--- src/pkg/art_timer_pkg.sv ---
// Package with register map, field layouts and codes of the reload timer.
package art_timer_pkg;

  // ----------------------------------------------------------------------
  // Register indices; the byte address is four times the index.
  // ----------------------------------------------------------------------
  localparam logic [7:0] IDX_MODE = 8'hd5;
  localparam logic [7:0] IDX_STATUS = 8'hd6;
  localparam logic [7:0] IDX_CLK_EDGE = 8'hd7;
  localparam logic [7:0] IDX_RELOAD = 8'hd9;
  localparam logic [7:0] IDX_COMPARE = 8'hda;
  localparam logic [7:0] IDX_LOAD = 8'hdb;

  // ----------------------------------------------------------------------
  // Field positions, codes and reset values.
  // ----------------------------------------------------------------------
  localparam int COUNTER_LOAD_BIT_BIT = 7;
  localparam int FLAG_OVF = 0;
  localparam int FLAG_CMP = 1;
  localparam int FLAG_EDGE = 2;
  localparam int FLAG_COUNT = 3;

  localparam logic [1:0] MODE_AUTO = 2'h0;
  localparam logic [1:0] MODE_CAPTURE = 2'h1;
  localparam logic [1:0] MODE_CAP_RESET = 2'h2;
  localparam logic [1:0] MODE_EXT_LOAD = 2'h3;

  localparam logic [1:0] SRC_INT = 2'h0;
  localparam logic [1:0] SRC_DIV3 = 2'h1;
  localparam logic [1:0] SRC_PIN = 2'h2;
  localparam logic [1:0] DIV3_LAST = 2'h2;

  localparam logic [7:0] COUNT_MAX = 8'hff;
  localparam logic [7:0] COUNT_ZERO = 8'h00;
  localparam logic [6:0] PRESCALE_ZERO = 7'h00;
  localparam logic [1:0] RESP_OKAY = 2'h0;
  localparam logic [1:0] RESP_SLVERR = 2'h2;

  // Mode control register, bits 6..0; bit 7 is the write-only load bit.
  typedef struct packed {
    logic count_enable_bit;
    logic pwm_en;
    logic edge_irq_en;
    logic compare_irq_en;
    logic overflow_irq_en;
    logic [1:0] operating_mode_sel;
  } mode_ctrl_type;

  // Clock and edge configuration register.
  typedef struct packed {
    logic [2:0] prescale_sel;
    logic reserved;
    logic [1:0] edge_sel;
    logic [1:0] clock_src_sel;
  } clk_cfg_type;

  localparam mode_ctrl_type MODE_CTRL_RESET = 7'h00;
  localparam clk_cfg_type CLK_CFG_RESET = 8'h00;

endpackage : art_timer_pkg

--- src/hdl/auto_reload_pwm_capture_timer.sv ---
// Reload timer with PWM output, edge capture and an AXI4-Lite slave.
//
// How it works
// RQ1: Counter counts up on each prescaler tap tick.
// RQ2: Clock source: internal, internal over three, pin.
// RQ3: Seven-bit prescaler, eight taps, divide by 2^n.
// RQ4: Enable cleared freezes counter and prescaler.
// RQ5: Reset clears the counter.
// RQ6: Load window writes counter, reads live count.
// RQ7: Every counter load also clears the prescaler.
// RQ8: Auto-reload: overflow reloads counter, drives output high.
// RQ9: Auto-reload: compare match drives output low.
// RQ10: Overflow sets sticky flag, maskable interrupt.
// RQ11: Compare match sets sticky flag, maskable interrupt.
// RQ12: Software keeps compare above reload for PWM.
// RQ13: Software writes reload, then load and enable.
// RQ14: Capture: active edge copies counter, sets edge flag.
// RQ15: Capture modes: overflow sets, match clears output.
// RQ16: Capture modes: software never selects pin clock.
// RQ17: Capture-with-reset also clears counter and prescaler.
// RQ18: External load: active edge copies reload into counter.
// RQ19: Software keeps clock settings fixed while counting.
// RQ20: Writing 06h to status clears only overflow.
// RQ21: Second interrupt stays pending after first service.
// RQ22: Interrupt wakes core; pin clock works when stopped.
// RQ23: Overflow is the step from FFh to 00h.
// RQ24: Writing zero clears a flag; one leaves it.
// RQ25: Edge select: bit0 enables, bit1 chooses falling.
// RQ26: Mode field: auto, capture, capture-reset, ext load.
// RQ27: Interrupt when any flag and its enable set.
//
// Added by the designer: register access over AXI4-Lite and the register offsets.
`timescale 1ns/1ps

module auto_reload_pwm_capture_timer (
  input wire logic aclk,
  input wire logic aresetn,
  input wire logic [11:0] awaddr,
  input wire logic awvalid,
  output logic awready,
  input wire logic [31:0] wdata,
  input wire logic [3:0] wstrb,
  input wire logic wvalid,
  output logic wready,
  output logic [1:0] bresp,
  output logic bvalid,
  input wire logic bready,
  input wire logic [11:0] araddr,
  input wire logic arvalid,
  output logic arready,
  output logic [31:0] rdata,
  output logic [1:0] rresp,
  output logic rvalid,
  input wire logic rready,
  input wire logic timer_in_pin,
  output logic pwm_out_pin,
  output logic timer_irq
);

  // ----------------------------------------------------------------------
  // Address decoding.
  // ----------------------------------------------------------------------
  function automatic logic [7:0] reg_index(input logic [11:0] addr);
    reg_index = addr[9:2];
  endfunction : reg_index

  function automatic logic reg_mapped(input logic [11:0] addr);
    logic [7:0] idx;
    idx = addr[9:2];
    reg_mapped = (addr[1:0] == 2'h0) && (addr[11:10] == 2'h0) &&
      (idx == art_timer_pkg::IDX_MODE || idx == art_timer_pkg::IDX_STATUS ||
       idx == art_timer_pkg::IDX_CLK_EDGE ||
       idx == art_timer_pkg::IDX_RELOAD ||
       idx == art_timer_pkg::IDX_COMPARE || idx == art_timer_pkg::IDX_LOAD);
  endfunction : reg_mapped

  // Low bits that must all be one for a tap to pass a tick.
  function automatic logic [6:0] tap_mask(input logic [2:0] sel);
    tap_mask = 7'((8'h01 << sel) - 8'h01);
  endfunction : tap_mask

  // ----------------------------------------------------------------------
  // State.
  // ----------------------------------------------------------------------
  art_timer_pkg::mode_ctrl_type mode_ctrl;
  art_timer_pkg::clk_cfg_type clk_cfg;
  logic [7:0] reload_capture_reg;
  logic [7:0] compare_reg;
  logic [7:0] up_counter;
  logic [6:0] prescaler_count;
  logic [2:0] flags;
  logic [1:0] div3_count;
  logic in_meta;
  logic in_sync;
  logic in_prev;
  logic pwm_state;
  logic [11:0] aw_addr_q;
  logic [7:0] w_byte_q;
  logic w_lane0_q;

  // ----------------------------------------------------------------------
  // Write channel: address and data are taken in either order.
  // ----------------------------------------------------------------------
  logic wr_go;
  logic wr_ok;
  logic [7:0] wr_idx;

  assign wr_go = !awready && !wready && !bvalid;
  assign wr_ok = wr_go && reg_mapped(aw_addr_q) && w_lane0_q;
  assign wr_idx = reg_index(aw_addr_q);

  always_ff @(posedge aclk) begin
    if (!aresetn) begin
      awready <= 1'b1;
      aw_addr_q <= 12'h000;
    end else if (awvalid && awready) begin
      awready <= 1'b0;
      aw_addr_q <= awaddr;
    end else if (bvalid && bready) begin
      awready <= 1'b1;
    end
  end

  always_ff @(posedge aclk) begin
    if (!aresetn) begin
      wready <= 1'b1;
      w_byte_q <= 8'h00;
      w_lane0_q <= 1'b0;
    end else if (wvalid && wready) begin
      wready <= 1'b0;
      w_byte_q <= wdata[7:0];
      w_lane0_q <= wstrb[0];
    end else if (bvalid && bready) begin
      wready <= 1'b1;
    end
  end

  always_ff @(posedge aclk) begin
    if (!aresetn) begin
      bvalid <= 1'b0;
      bresp <= art_timer_pkg::RESP_OKAY;
    end else if (wr_go) begin
      bvalid <= 1'b1;
      bresp <= reg_mapped(aw_addr_q) ? art_timer_pkg::RESP_OKAY :
        art_timer_pkg::RESP_SLVERR;
    end else if (bready) begin
      bvalid <= 1'b0;
    end
  end

  logic wr_mode;
  logic wr_status;
  logic wr_clk;
  logic wr_reload;
  logic wr_compare;
  logic win_wr;
  logic counter_load_bit_wr;

  assign wr_mode = wr_ok && wr_idx == art_timer_pkg::IDX_MODE;
  assign wr_status = wr_ok && wr_idx == art_timer_pkg::IDX_STATUS;
  assign wr_clk = wr_ok && wr_idx == art_timer_pkg::IDX_CLK_EDGE;
  assign wr_reload = wr_ok && wr_idx == art_timer_pkg::IDX_RELOAD;
  assign wr_compare = wr_ok && wr_idx == art_timer_pkg::IDX_COMPARE;
  assign win_wr = wr_ok && wr_idx == art_timer_pkg::IDX_LOAD;
  assign counter_load_bit_wr = wr_mode && w_byte_q[art_timer_pkg::COUNTER_LOAD_BIT_BIT];

  // ----------------------------------------------------------------------
  // Configuration registers.
  // ----------------------------------------------------------------------
  always_ff @(posedge aclk) begin
    if (!aresetn) begin
      mode_ctrl <= art_timer_pkg::MODE_CTRL_RESET;
    end else if (wr_mode) begin
      mode_ctrl <= w_byte_q[6:0];
    end
  end

  always_ff @(posedge aclk) begin
    if (!aresetn) begin
      clk_cfg <= art_timer_pkg::CLK_CFG_RESET;
    end else if (wr_clk) begin
      clk_cfg <= w_byte_q;
    end
  end

  always_ff @(posedge aclk) begin
    if (!aresetn) begin
      compare_reg <= art_timer_pkg::COUNT_ZERO;
    end else if (wr_compare) begin
      compare_reg <= w_byte_q;
    end
  end

  // ----------------------------------------------------------------------
  // Input pin synchroniser and clock sources.
  // ----------------------------------------------------------------------
  always_ff @(posedge aclk) begin
    if (!aresetn) begin
      in_meta <= 1'b0;
      in_sync <= 1'b0;
      in_prev <= 1'b0;
    end else begin
      in_meta <= timer_in_pin;
      in_sync <= in_meta;
      in_prev <= in_sync;
    end
  end

  always_ff @(posedge aclk) begin
    if (!aresetn || div3_count == art_timer_pkg::DIV3_LAST) begin
      div3_count <= 2'h0;
    end else begin
      div3_count <= div3_count + 2'h1;
    end
  end

  logic pin_rise;
  logic pin_fall;
  logic src_tick;
  logic pre_tick;
  logic cnt_tick;
  logic edge_evt;
  logic cap_evt;
  logic cap_rst_evt;
  logic ext_evt;
  logic any_load;
  logic ovf_evt;
  logic match_evt;
  logic [7:0] tick_value;
  logic [1:0] mode;

  assign pin_rise = in_sync && !in_prev;
  assign pin_fall = !in_sync && in_prev;
  assign mode = mode_ctrl.operating_mode_sel;

  always_comb begin
    unique case (clk_cfg.clock_src_sel) // [RQ2]
      art_timer_pkg::SRC_INT: src_tick = 1'b1;
      art_timer_pkg::SRC_DIV3: src_tick = div3_count == art_timer_pkg::DIV3_LAST;
      art_timer_pkg::SRC_PIN: src_tick = pin_rise;
      default: src_tick = 1'b0;
    endcase
  end

  // ----------------------------------------------------------------------
  // Event decoding.
  // ----------------------------------------------------------------------
  assign pre_tick = mode_ctrl.count_enable_bit && src_tick; // [RQ4]
  assign cnt_tick = pre_tick && ((prescaler_count |
    ~tap_mask(clk_cfg.prescale_sel)) == 7'h7f); // [RQ3]
  assign edge_evt = clk_cfg.edge_sel[0] &&
    (clk_cfg.edge_sel[1] ? pin_fall : pin_rise); // [RQ25]
  assign cap_evt = edge_evt && (mode == art_timer_pkg::MODE_CAPTURE ||
    mode == art_timer_pkg::MODE_CAP_RESET); // [RQ26]
  assign cap_rst_evt = edge_evt && mode == art_timer_pkg::MODE_CAP_RESET;
  assign ext_evt = edge_evt && mode == art_timer_pkg::MODE_EXT_LOAD;
  assign any_load = win_wr || counter_load_bit_wr || cap_rst_evt || ext_evt;
  assign ovf_evt = cnt_tick && !any_load &&
    up_counter == art_timer_pkg::COUNT_MAX; // [RQ23]
  assign tick_value = (up_counter != art_timer_pkg::COUNT_MAX) ?
    up_counter + 8'h01 : (mode == art_timer_pkg::MODE_AUTO) ?
    reload_capture_reg : art_timer_pkg::COUNT_ZERO; // [RQ8]
  assign match_evt = cnt_tick && !any_load && tick_value == compare_reg;

  // ----------------------------------------------------------------------
  // Counter and prescaler.
  // ----------------------------------------------------------------------
  always_ff @(posedge aclk) begin
    if (!aresetn) begin
      up_counter <= art_timer_pkg::COUNT_ZERO; // [RQ5]
    end else if (win_wr) begin
      up_counter <= w_byte_q; // [RQ6]
    end else if (counter_load_bit_wr || ext_evt) begin
      up_counter <= reload_capture_reg; // [RQ18]
    end else if (cap_rst_evt) begin
      up_counter <= art_timer_pkg::COUNT_ZERO; // [RQ17]
    end else if (cnt_tick) begin
      up_counter <= tick_value; // [RQ1]
    end
  end

  always_ff @(posedge aclk) begin
    if (!aresetn || any_load) begin
      prescaler_count <= art_timer_pkg::PRESCALE_ZERO; // [RQ7]
    end else if (pre_tick) begin
      prescaler_count <= prescaler_count + 7'h01;
    end
  end

  // A capture beats a software write landing in the same cycle.
  always_ff @(posedge aclk) begin
    if (!aresetn) begin
      reload_capture_reg <= art_timer_pkg::COUNT_ZERO;
    end else if (cap_evt) begin
      reload_capture_reg <= up_counter; // [RQ14]
    end else if (wr_reload) begin
      reload_capture_reg <= w_byte_q;
    end
  end

  // ----------------------------------------------------------------------
  // PWM waveform; an overflow wins over a match in the same tick.
  // ----------------------------------------------------------------------
  always_ff @(posedge aclk) begin
    if (!aresetn) begin
      pwm_state <= 1'b0;
    end else if (ovf_evt) begin
      pwm_state <= 1'b1; // [RQ8] [RQ15]
    end else if (match_evt) begin
      pwm_state <= 1'b0; // [RQ9] [RQ15]
    end
  end

  always_ff @(posedge aclk) begin
    if (!aresetn) begin
      pwm_out_pin <= 1'b0;
    end else begin
      pwm_out_pin <= pwm_state && mode_ctrl.pwm_en;
    end
  end

  // ----------------------------------------------------------------------
  // Sticky flags; a new event wins over a clear in the same cycle.
  // ----------------------------------------------------------------------
  logic [2:0] flag_set;
  logic [2:0] flag_irq_en;

  assign flag_set = {edge_evt, match_evt, ovf_evt};
  assign flag_irq_en = {mode_ctrl.edge_irq_en, mode_ctrl.compare_irq_en,
    mode_ctrl.overflow_irq_en};

  for (genvar i = 0; i < art_timer_pkg::FLAG_COUNT; i++) begin : g_flag
    always_ff @(posedge aclk) begin
      if (!aresetn) begin
        flags[i] <= 1'b0;
      end else if (flag_set[i]) begin
        flags[i] <= 1'b1; // [RQ10] [RQ11] [RQ14]
      end else if (wr_status && !w_byte_q[i]) begin
        flags[i] <= 1'b0; // [RQ20] [RQ24]
      end
    end
  end

  // The request stays high while any enabled flag is pending, so it also
  // serves as the wake request; the pin clock keeps ticking in stop.
  always_ff @(posedge aclk) begin
    if (!aresetn) begin
      timer_irq <= 1'b0;
    end else begin
      timer_irq <= |(flags & flag_irq_en); // [RQ21] [RQ22] [RQ27]
    end
  end

  // ----------------------------------------------------------------------
  // Read channel.
  // ----------------------------------------------------------------------
  logic [7:0] rd_byte;

  always_comb begin
    case (reg_index(araddr))
      art_timer_pkg::IDX_MODE: rd_byte = {1'b0, mode_ctrl};
      art_timer_pkg::IDX_STATUS: rd_byte = {5'h00, flags};
      art_timer_pkg::IDX_CLK_EDGE: rd_byte = clk_cfg;
      art_timer_pkg::IDX_RELOAD: rd_byte = reload_capture_reg;
      art_timer_pkg::IDX_COMPARE: rd_byte = compare_reg;
      art_timer_pkg::IDX_LOAD: rd_byte = up_counter; // [RQ6]
      default: rd_byte = 8'h00;
    endcase
  end

  always_ff @(posedge aclk) begin
    if (!aresetn) begin
      arready <= 1'b1;
      rvalid <= 1'b0;
      rdata <= 32'h0000_0000;
      rresp <= art_timer_pkg::RESP_OKAY;
    end else if (arvalid && arready) begin
      arready <= 1'b0;
      rvalid <= 1'b1;
      rdata <= reg_mapped(araddr) ? {24'h00_0000, rd_byte} : 32'h0000_0000;
      rresp <= reg_mapped(araddr) ? art_timer_pkg::RESP_OKAY :
        art_timer_pkg::RESP_SLVERR;
    end else if (rvalid && rready) begin
      arready <= 1'b1;
      rvalid <= 1'b0;
    end
  end
endmodule : auto_reload_pwm_capture_timer

--- config.mk ---
export PLATFORM = sky130hd
export DESIGN_NAME = auto_reload_pwm_capture_timer
export DESIGN_NICKNAME = d
export VERILOG_FILES = /design/src/pkg/art_timer_pkg.sv /design/src/hdl/auto_reload_pwm_capture_timer.sv
export SDC_FILE = /design/constraint.sdc
export NUM_CORES = 1
export LEC_CHECK = 0
export ABC_AREA = 1
export BUFFER_PORTS_ARGS = -buffer_cell sky130_fd_sc_hd__buf_2
export CAP_MARGIN = 30
export CORE_UTILIZATION = 50
export CTS_CLUSTER_SIZE = 40
export DETAILED_ROUTE_END_ITERATION = 7
export GPL_ROUTABILITY_DRIVEN = 0
export HOLD_SLACK_MARGIN = 0.03
export PLACE_DENSITY = 0.8
export SYNTH_ARGS = -nofsm -noshare
export SYNTH_HDL_FRONTEND = slang
export SYNTH_SLANG_ARGS = --single-unit
--- constraint.sdc ---
create_clock -name aclk -period 2.2 [get_ports aclk]
set_input_delay 0.22 -clock aclk [delete_from_list [all_inputs] [get_ports aclk]]
set_output_delay 0.22 -clock aclk [all_outputs]
set_load 0.1 [all_outputs]
==> flow_summary.html <==
<table>
<tr><th>Metric</th><th>Value</th></tr>
<tr><th colspan="2">Status</th></tr>
<tr><td>Run status</td><td>finished, final reports clean</td></tr>
<tr><th colspan="2">Global route</th></tr>
<tr><td>Number of antenna violations at the first check in global routing</td><td>0</td></tr>
<tr><td>Met3 demand-to-capacity share in global routing</td><td>5.45%</td></tr>
<tr><td>Global router's overall resource usage</td><td>26.0%</td></tr>
<tr><td>Most congested layer reported by global routing</td><td>met2</td></tr>
<tr><td>GRT overflow</td><td>0</td></tr>
<tr><td>Largest net degree at the start of global routing</td><td>32</td></tr>
<tr><td>Via count of the first global-routing pass</td><td>4633</td></tr>
<tr><td>Met2 global-route usage</td><td>44.7%</td></tr>
<tr><td>Routing usage on met1</td><td>30.5%</td></tr>
<tr><td>First-pass GRT wire length</td><td>21000 µm</td></tr>
<tr><th colspan="2">STA</th></tr>
<tr><td>Clock Skews</td><td>0.00564 ns</td></tr>
<tr><td>Relative slew slack</td><td>61.0%</td></tr>
<tr><td>Shortest period the worst path allows</td><td>2.07 ns</td></tr>
<tr><td>Number of slew-limit violations in the final report</td><td>0</td></tr>
<tr><td>Highest attainable clock frequency</td><td>0.484 GHz</td></tr>
<tr><td>Unrepaired setup endpoints after global routing</td><td>false</td></tr>
<tr><td>Transition at the pin with the smallest max-transition slack</td><td>0.583 ns</td></tr>
<tr><td>Final setup vio count</td><td>0</td></tr>
<tr><td>Setup ws final</td><td>0.133 ns</td></tr>
<tr><td>Final clock period utilization by the worst path</td><td>93.9%</td></tr>
<tr><td>Total count of hold-check failures in the final report</td><td>0</td></tr>
<tr><th colspan="2">Clocking</th></tr>
<tr><td>Worst skew pair latency</td><td>0.36 ns</td></tr>
<tr><td>Number of H-tree levels</td><td>3</td></tr>
<tr><td>Clock buffers created by TritonCTS</td><td>9</td></tr>
<tr><td>Number of buffers inserted to repair setup after CTS</td><td>0</td></tr>
<tr><td>TritonCTS clock tree</td><td>yes</td></tr>
<tr><td>Clock tree sinks</td><td>93</td></tr>
<tr><td>Max Buffers Root-to-Sink</td><td>2</td></tr>
<tr><td>Clock-pin slew reported for the worst setup and hold paths after clock tree synthesis</td><td>0.08 ns</td></tr>
<tr><td>Cell at the root of the clock tree</td><td>clkbuf_8</td></tr>
<tr><td>Number of hold buffers added after cts</td><td>0</td></tr>
<tr><th colspan="2">Worst setup path</th></tr>
<tr><td>Startpoint kind of the worst setup timing path</td><td>flip-flop</td></tr>
<tr><td>CP Max Fanout</td><td>8</td></tr>
<tr><td>Required time of the worst setup path</td><td>2.45 ns</td></tr>
<tr><td>Arrival time at the worst endpoint</td><td>2.32 ns</td></tr>
<tr><td>Setup Crit Path Kind</td><td>reg -&gt; reg</td></tr>
<tr><td>CP endpoint kind</td><td>flip-flop</td></tr>
<tr><th colspan="2">Place</th></tr>
<tr><td>HPWL after DPL</td><td>9750 µm</td></tr>
<tr><td>Input/output buffers</td><td>57</td></tr>
<tr><td>Placed cell count</td><td>901</td></tr>
<tr><td>Post-Place Cell Area</td><td>5330 µm²</td></tr>
<tr><td>Worst slack at placement</td><td>-0.0135 ns</td></tr>
<tr><th colspan="2">Synthesis</th></tr>
<tr><td>Ys Warns</td><td>0</td></tr>
<tr><td>Synthesized instance count</td><td>716</td></tr>
<tr><td>Number of distinct library cells after synthesis</td><td>39</td></tr>
<tr><td>Average cell area after synthesis</td><td>6.89 µm²</td></tr>
<tr><td>Number of flip-flops and latches in the synthesized netlist</td><td>93</td></tr>
<tr><td>Sequential-to-total area share from yosys stat</td><td>37.8%</td></tr>
<tr><td>Post-Synthesis Cell Area</td><td>4930 µm²</td></tr>
<tr><th colspan="2">Die</th></tr>
<tr><td>Boundary Pins</td><td>111</td></tr>
<tr><td>Effective utilization at floorplan</td><td>52.4%</td></tr>
<tr><td>Die span in x</td><td>101 µm</td></tr>
<tr><td>Number of rows in the core area</td><td>35</td></tr>
<tr><td>Die Ht</td><td>101 µm</td></tr>
<tr><td>Area of the die</td><td>10300 µm²</td></tr>
<tr><td>Area inside the core boundary</td><td>9420 µm²</td></tr>
<tr><th colspan="2">Hold path</th></tr>
<tr><td>Min-delay worst type</td><td>in -&gt; reg</td></tr>
<tr><th colspan="2">Detailed routing</th></tr>
<tr><td>Post-route DRC violation count</td><td>0</td></tr>
<tr><td>Total vias in the final route</td><td>5027</td></tr>
<tr><td>Average routed wire per standard cell</td><td>14.0 µm</td></tr>
<tr><td>Number of DRC violations after detailed-routing iteration 0</td><td>319</td></tr>
<tr><td>Count of nets left with antenna violations after detail routing</td><td>0</td></tr>
<tr><td>Pre-Repair DR Iteration Count</td><td>8</td></tr>
<tr><td>Vias/cell</td><td>5.49</td></tr>
<tr><td>Routed wire length</td><td>12800 µm</td></tr>
<tr><th colspan="2">Power</th></tr>
<tr><td>Share of power burned in the clock network</td><td>33.3%</td></tr>
<tr><td>Combinational share of power</td><td>14.1%</td></tr>
<tr><td>Internal portion of total power</td><td>2.37 mW</td></tr>
<tr><td>Leakage power figure</td><td>2.34 nW</td></tr>
<tr><td>Ratio of total power to cell area</td><td>613 nW/µm²</td></tr>
<tr><td>Worst voltage drop across the vdd grid</td><td>0.401 mV</td></tr>
<tr><td>Part of the total power dissipated in sequential elements</td><td>52.6%</td></tr>
<tr><td>Switching share of power</td><td>30.5%</td></tr>
<tr><td>NetSw</td><td>1.04 mW</td></tr>
<tr><th colspan="2">Finish</th></tr>
<tr><td>Layout overhead on the synthesized area</td><td>12.8%</td></tr>
<tr><td>Ant. Diodes</td><td>0</td></tr>
<tr><td>Layout cell share with drive strength beyond 1</td><td>16.3%</td></tr>
<tr><td>Reg with most FFs</td><td>aw_addr_q</td></tr>
<tr><td>Post-route design area</td><td>5560 µm²</td></tr>
<tr><td>Flip-flop count of the largest register, all copies and words added</td><td>12</td></tr>
<tr><td>Total Nets Final</td><td>859</td></tr>
<tr><td>Final Non-Filler Cells</td><td>916</td></tr>
<tr><th colspan="2">Job</th></tr>
<tr><td>Count of maximum capacitance violations</td><td>0</td></tr>
</table>
[cell type report]
class | count | area [µm²]
clock inverters | 4 | 48.8
inverters | 82 | 309
flip-flops and latches | 93 | 1870
multi-input cells | 518 | 2580
fillers | 884 | 3860
repair buffers | 80 | 458
clock buffers | 10 | 138
well taps | 129 | 161
[logic make-up (layout without fill, tap and decap cells)]
| kind of cell | after synthesis | after routing | synth area share [%] |
|---|---|---|---|
| AOI/OAI and AO/OA | 189 | 189 | 20.9 |
| xor gates and xnor gates | 6 | 6 | 1.07 |
| adders and majority gates | 7 | 7 | 1.78 |
| buffers and inverters | 131 | 176 | 12.6 |
| DFF | 93 | 93 | 37.8 |
| other | 1 | 26 | 0.0761 |
| and+or+nand+nor | 289 | 290 | 25.8 |
[cells in the mapped netlist, drive strengths merged]
library cell,instances,area share [%]
nand2,130,10
dfxtp,93,38
o21ai,93,9.7
nor2,82,7.1
inv,80,6.1
a21oi,63,6.4
nand3,54,5.6
buf,37,5.4
clkbuf,12,0.91
nor3,12,1.3
a31oi,11,1.4
nand4,8,1.1
o22ai,8,1.0
o31ai,8,1.5
ha,7,1.8
xor2,4,0.71
o211ai,3,0.46
clkinv,2,0.18
nor4,2,0.25
xnor2,2,0.36
a22oi,1,0.15
conb,1,0.076
nor3b,1,0.25
o2111ai,1,0.18
o221ai,1,0.18
[stage by stage]
| step | total power [mW] | hold slack, ns | setup TNS, ns | util, % |
|---|---|---|---|---|
| global route | 3.52 | 0.0685 | 0 | 59.0 |
| global placement | 2.29 | 0.405 | 0 | 56.6 |
| finish | 3.41 | 0.0415 | 0 | 59.0 |
| detailed placement | 2.31 | 0.407 | -0.0267 | 56.6 |
| CTS | 3.41 | 0.0393 | 0 | 58.6 |
| floorplan | 2.24 | 0.318 | 0 | - |
[placed cells by master, fill, tap and decap left out, drive strengths merged, types with 7 or more instances in the layout]
master  instances
o21ai          93
inv            81
dfxtp          93
buf            80
clkbuf         10
o22ai           8
nand3          54
nand2         131
nand4           8
a21oi          63
nor3           12
o31ai           8
a31oi          11
nor2           82
conb           26
ha              7
[power by group through the flow]
stage	combinational, mW	sequential (mW)	clock [mW]
final	0.480	1.79	1.13
after global routing	0.516	1.80	1.21
after CTS	0.481	1.79	1.14
after detailed placement	0.480	1.83	0
after global placement	0.470	1.82	0
after floorplan	0.370	1.87	0
[critical path: stages, from the launching register on]
cell and delay [ns]:
dfxtp_1 0.35, nor2_1 0.15, nand2_1 0.10, ha_1 0.25, inv_1 0.11, o21ai_0 0.10, o211ai_1 0.08, nand3_1 0.15
nor2_4 0.22, nor2_4 0.08, nand2_4 0.11, nand3_1 0.09, nor2_1 0.11, nor2_1 0.05
[routing by layer]
layer  part of all wire [%]  wire length, µm
met4                    3.6              459
met5                      0                0
met3                    9.2             1180
met1                     39             5040
met2                     48             6130
[timing repair]
| item | CTS | global route |
|---|---|---|
| pin swaps | 0 | 2 |
| gates resized for setup | 1 | 11 |
| gates cloned | 0 | 1 |
| setup endpoints to repair | 4 | 11 |
[path summary, 6_finish.rpt]
path / slack (ns) / start / depth (start not counted) / endpoint
worst max register to register: 0.13 / clk_cfg[5] / 13 / up_counter[4]
worst min-delay path: 0.04 / timer_in_pin / 3 / in_meta
worst max-delay path: 0.13 / clk_cfg[5] / 13 / up_counter[4]
worst min register to register: 0.42 / in_meta / 2 / in_sync
(Power assumes the default switching activity.)
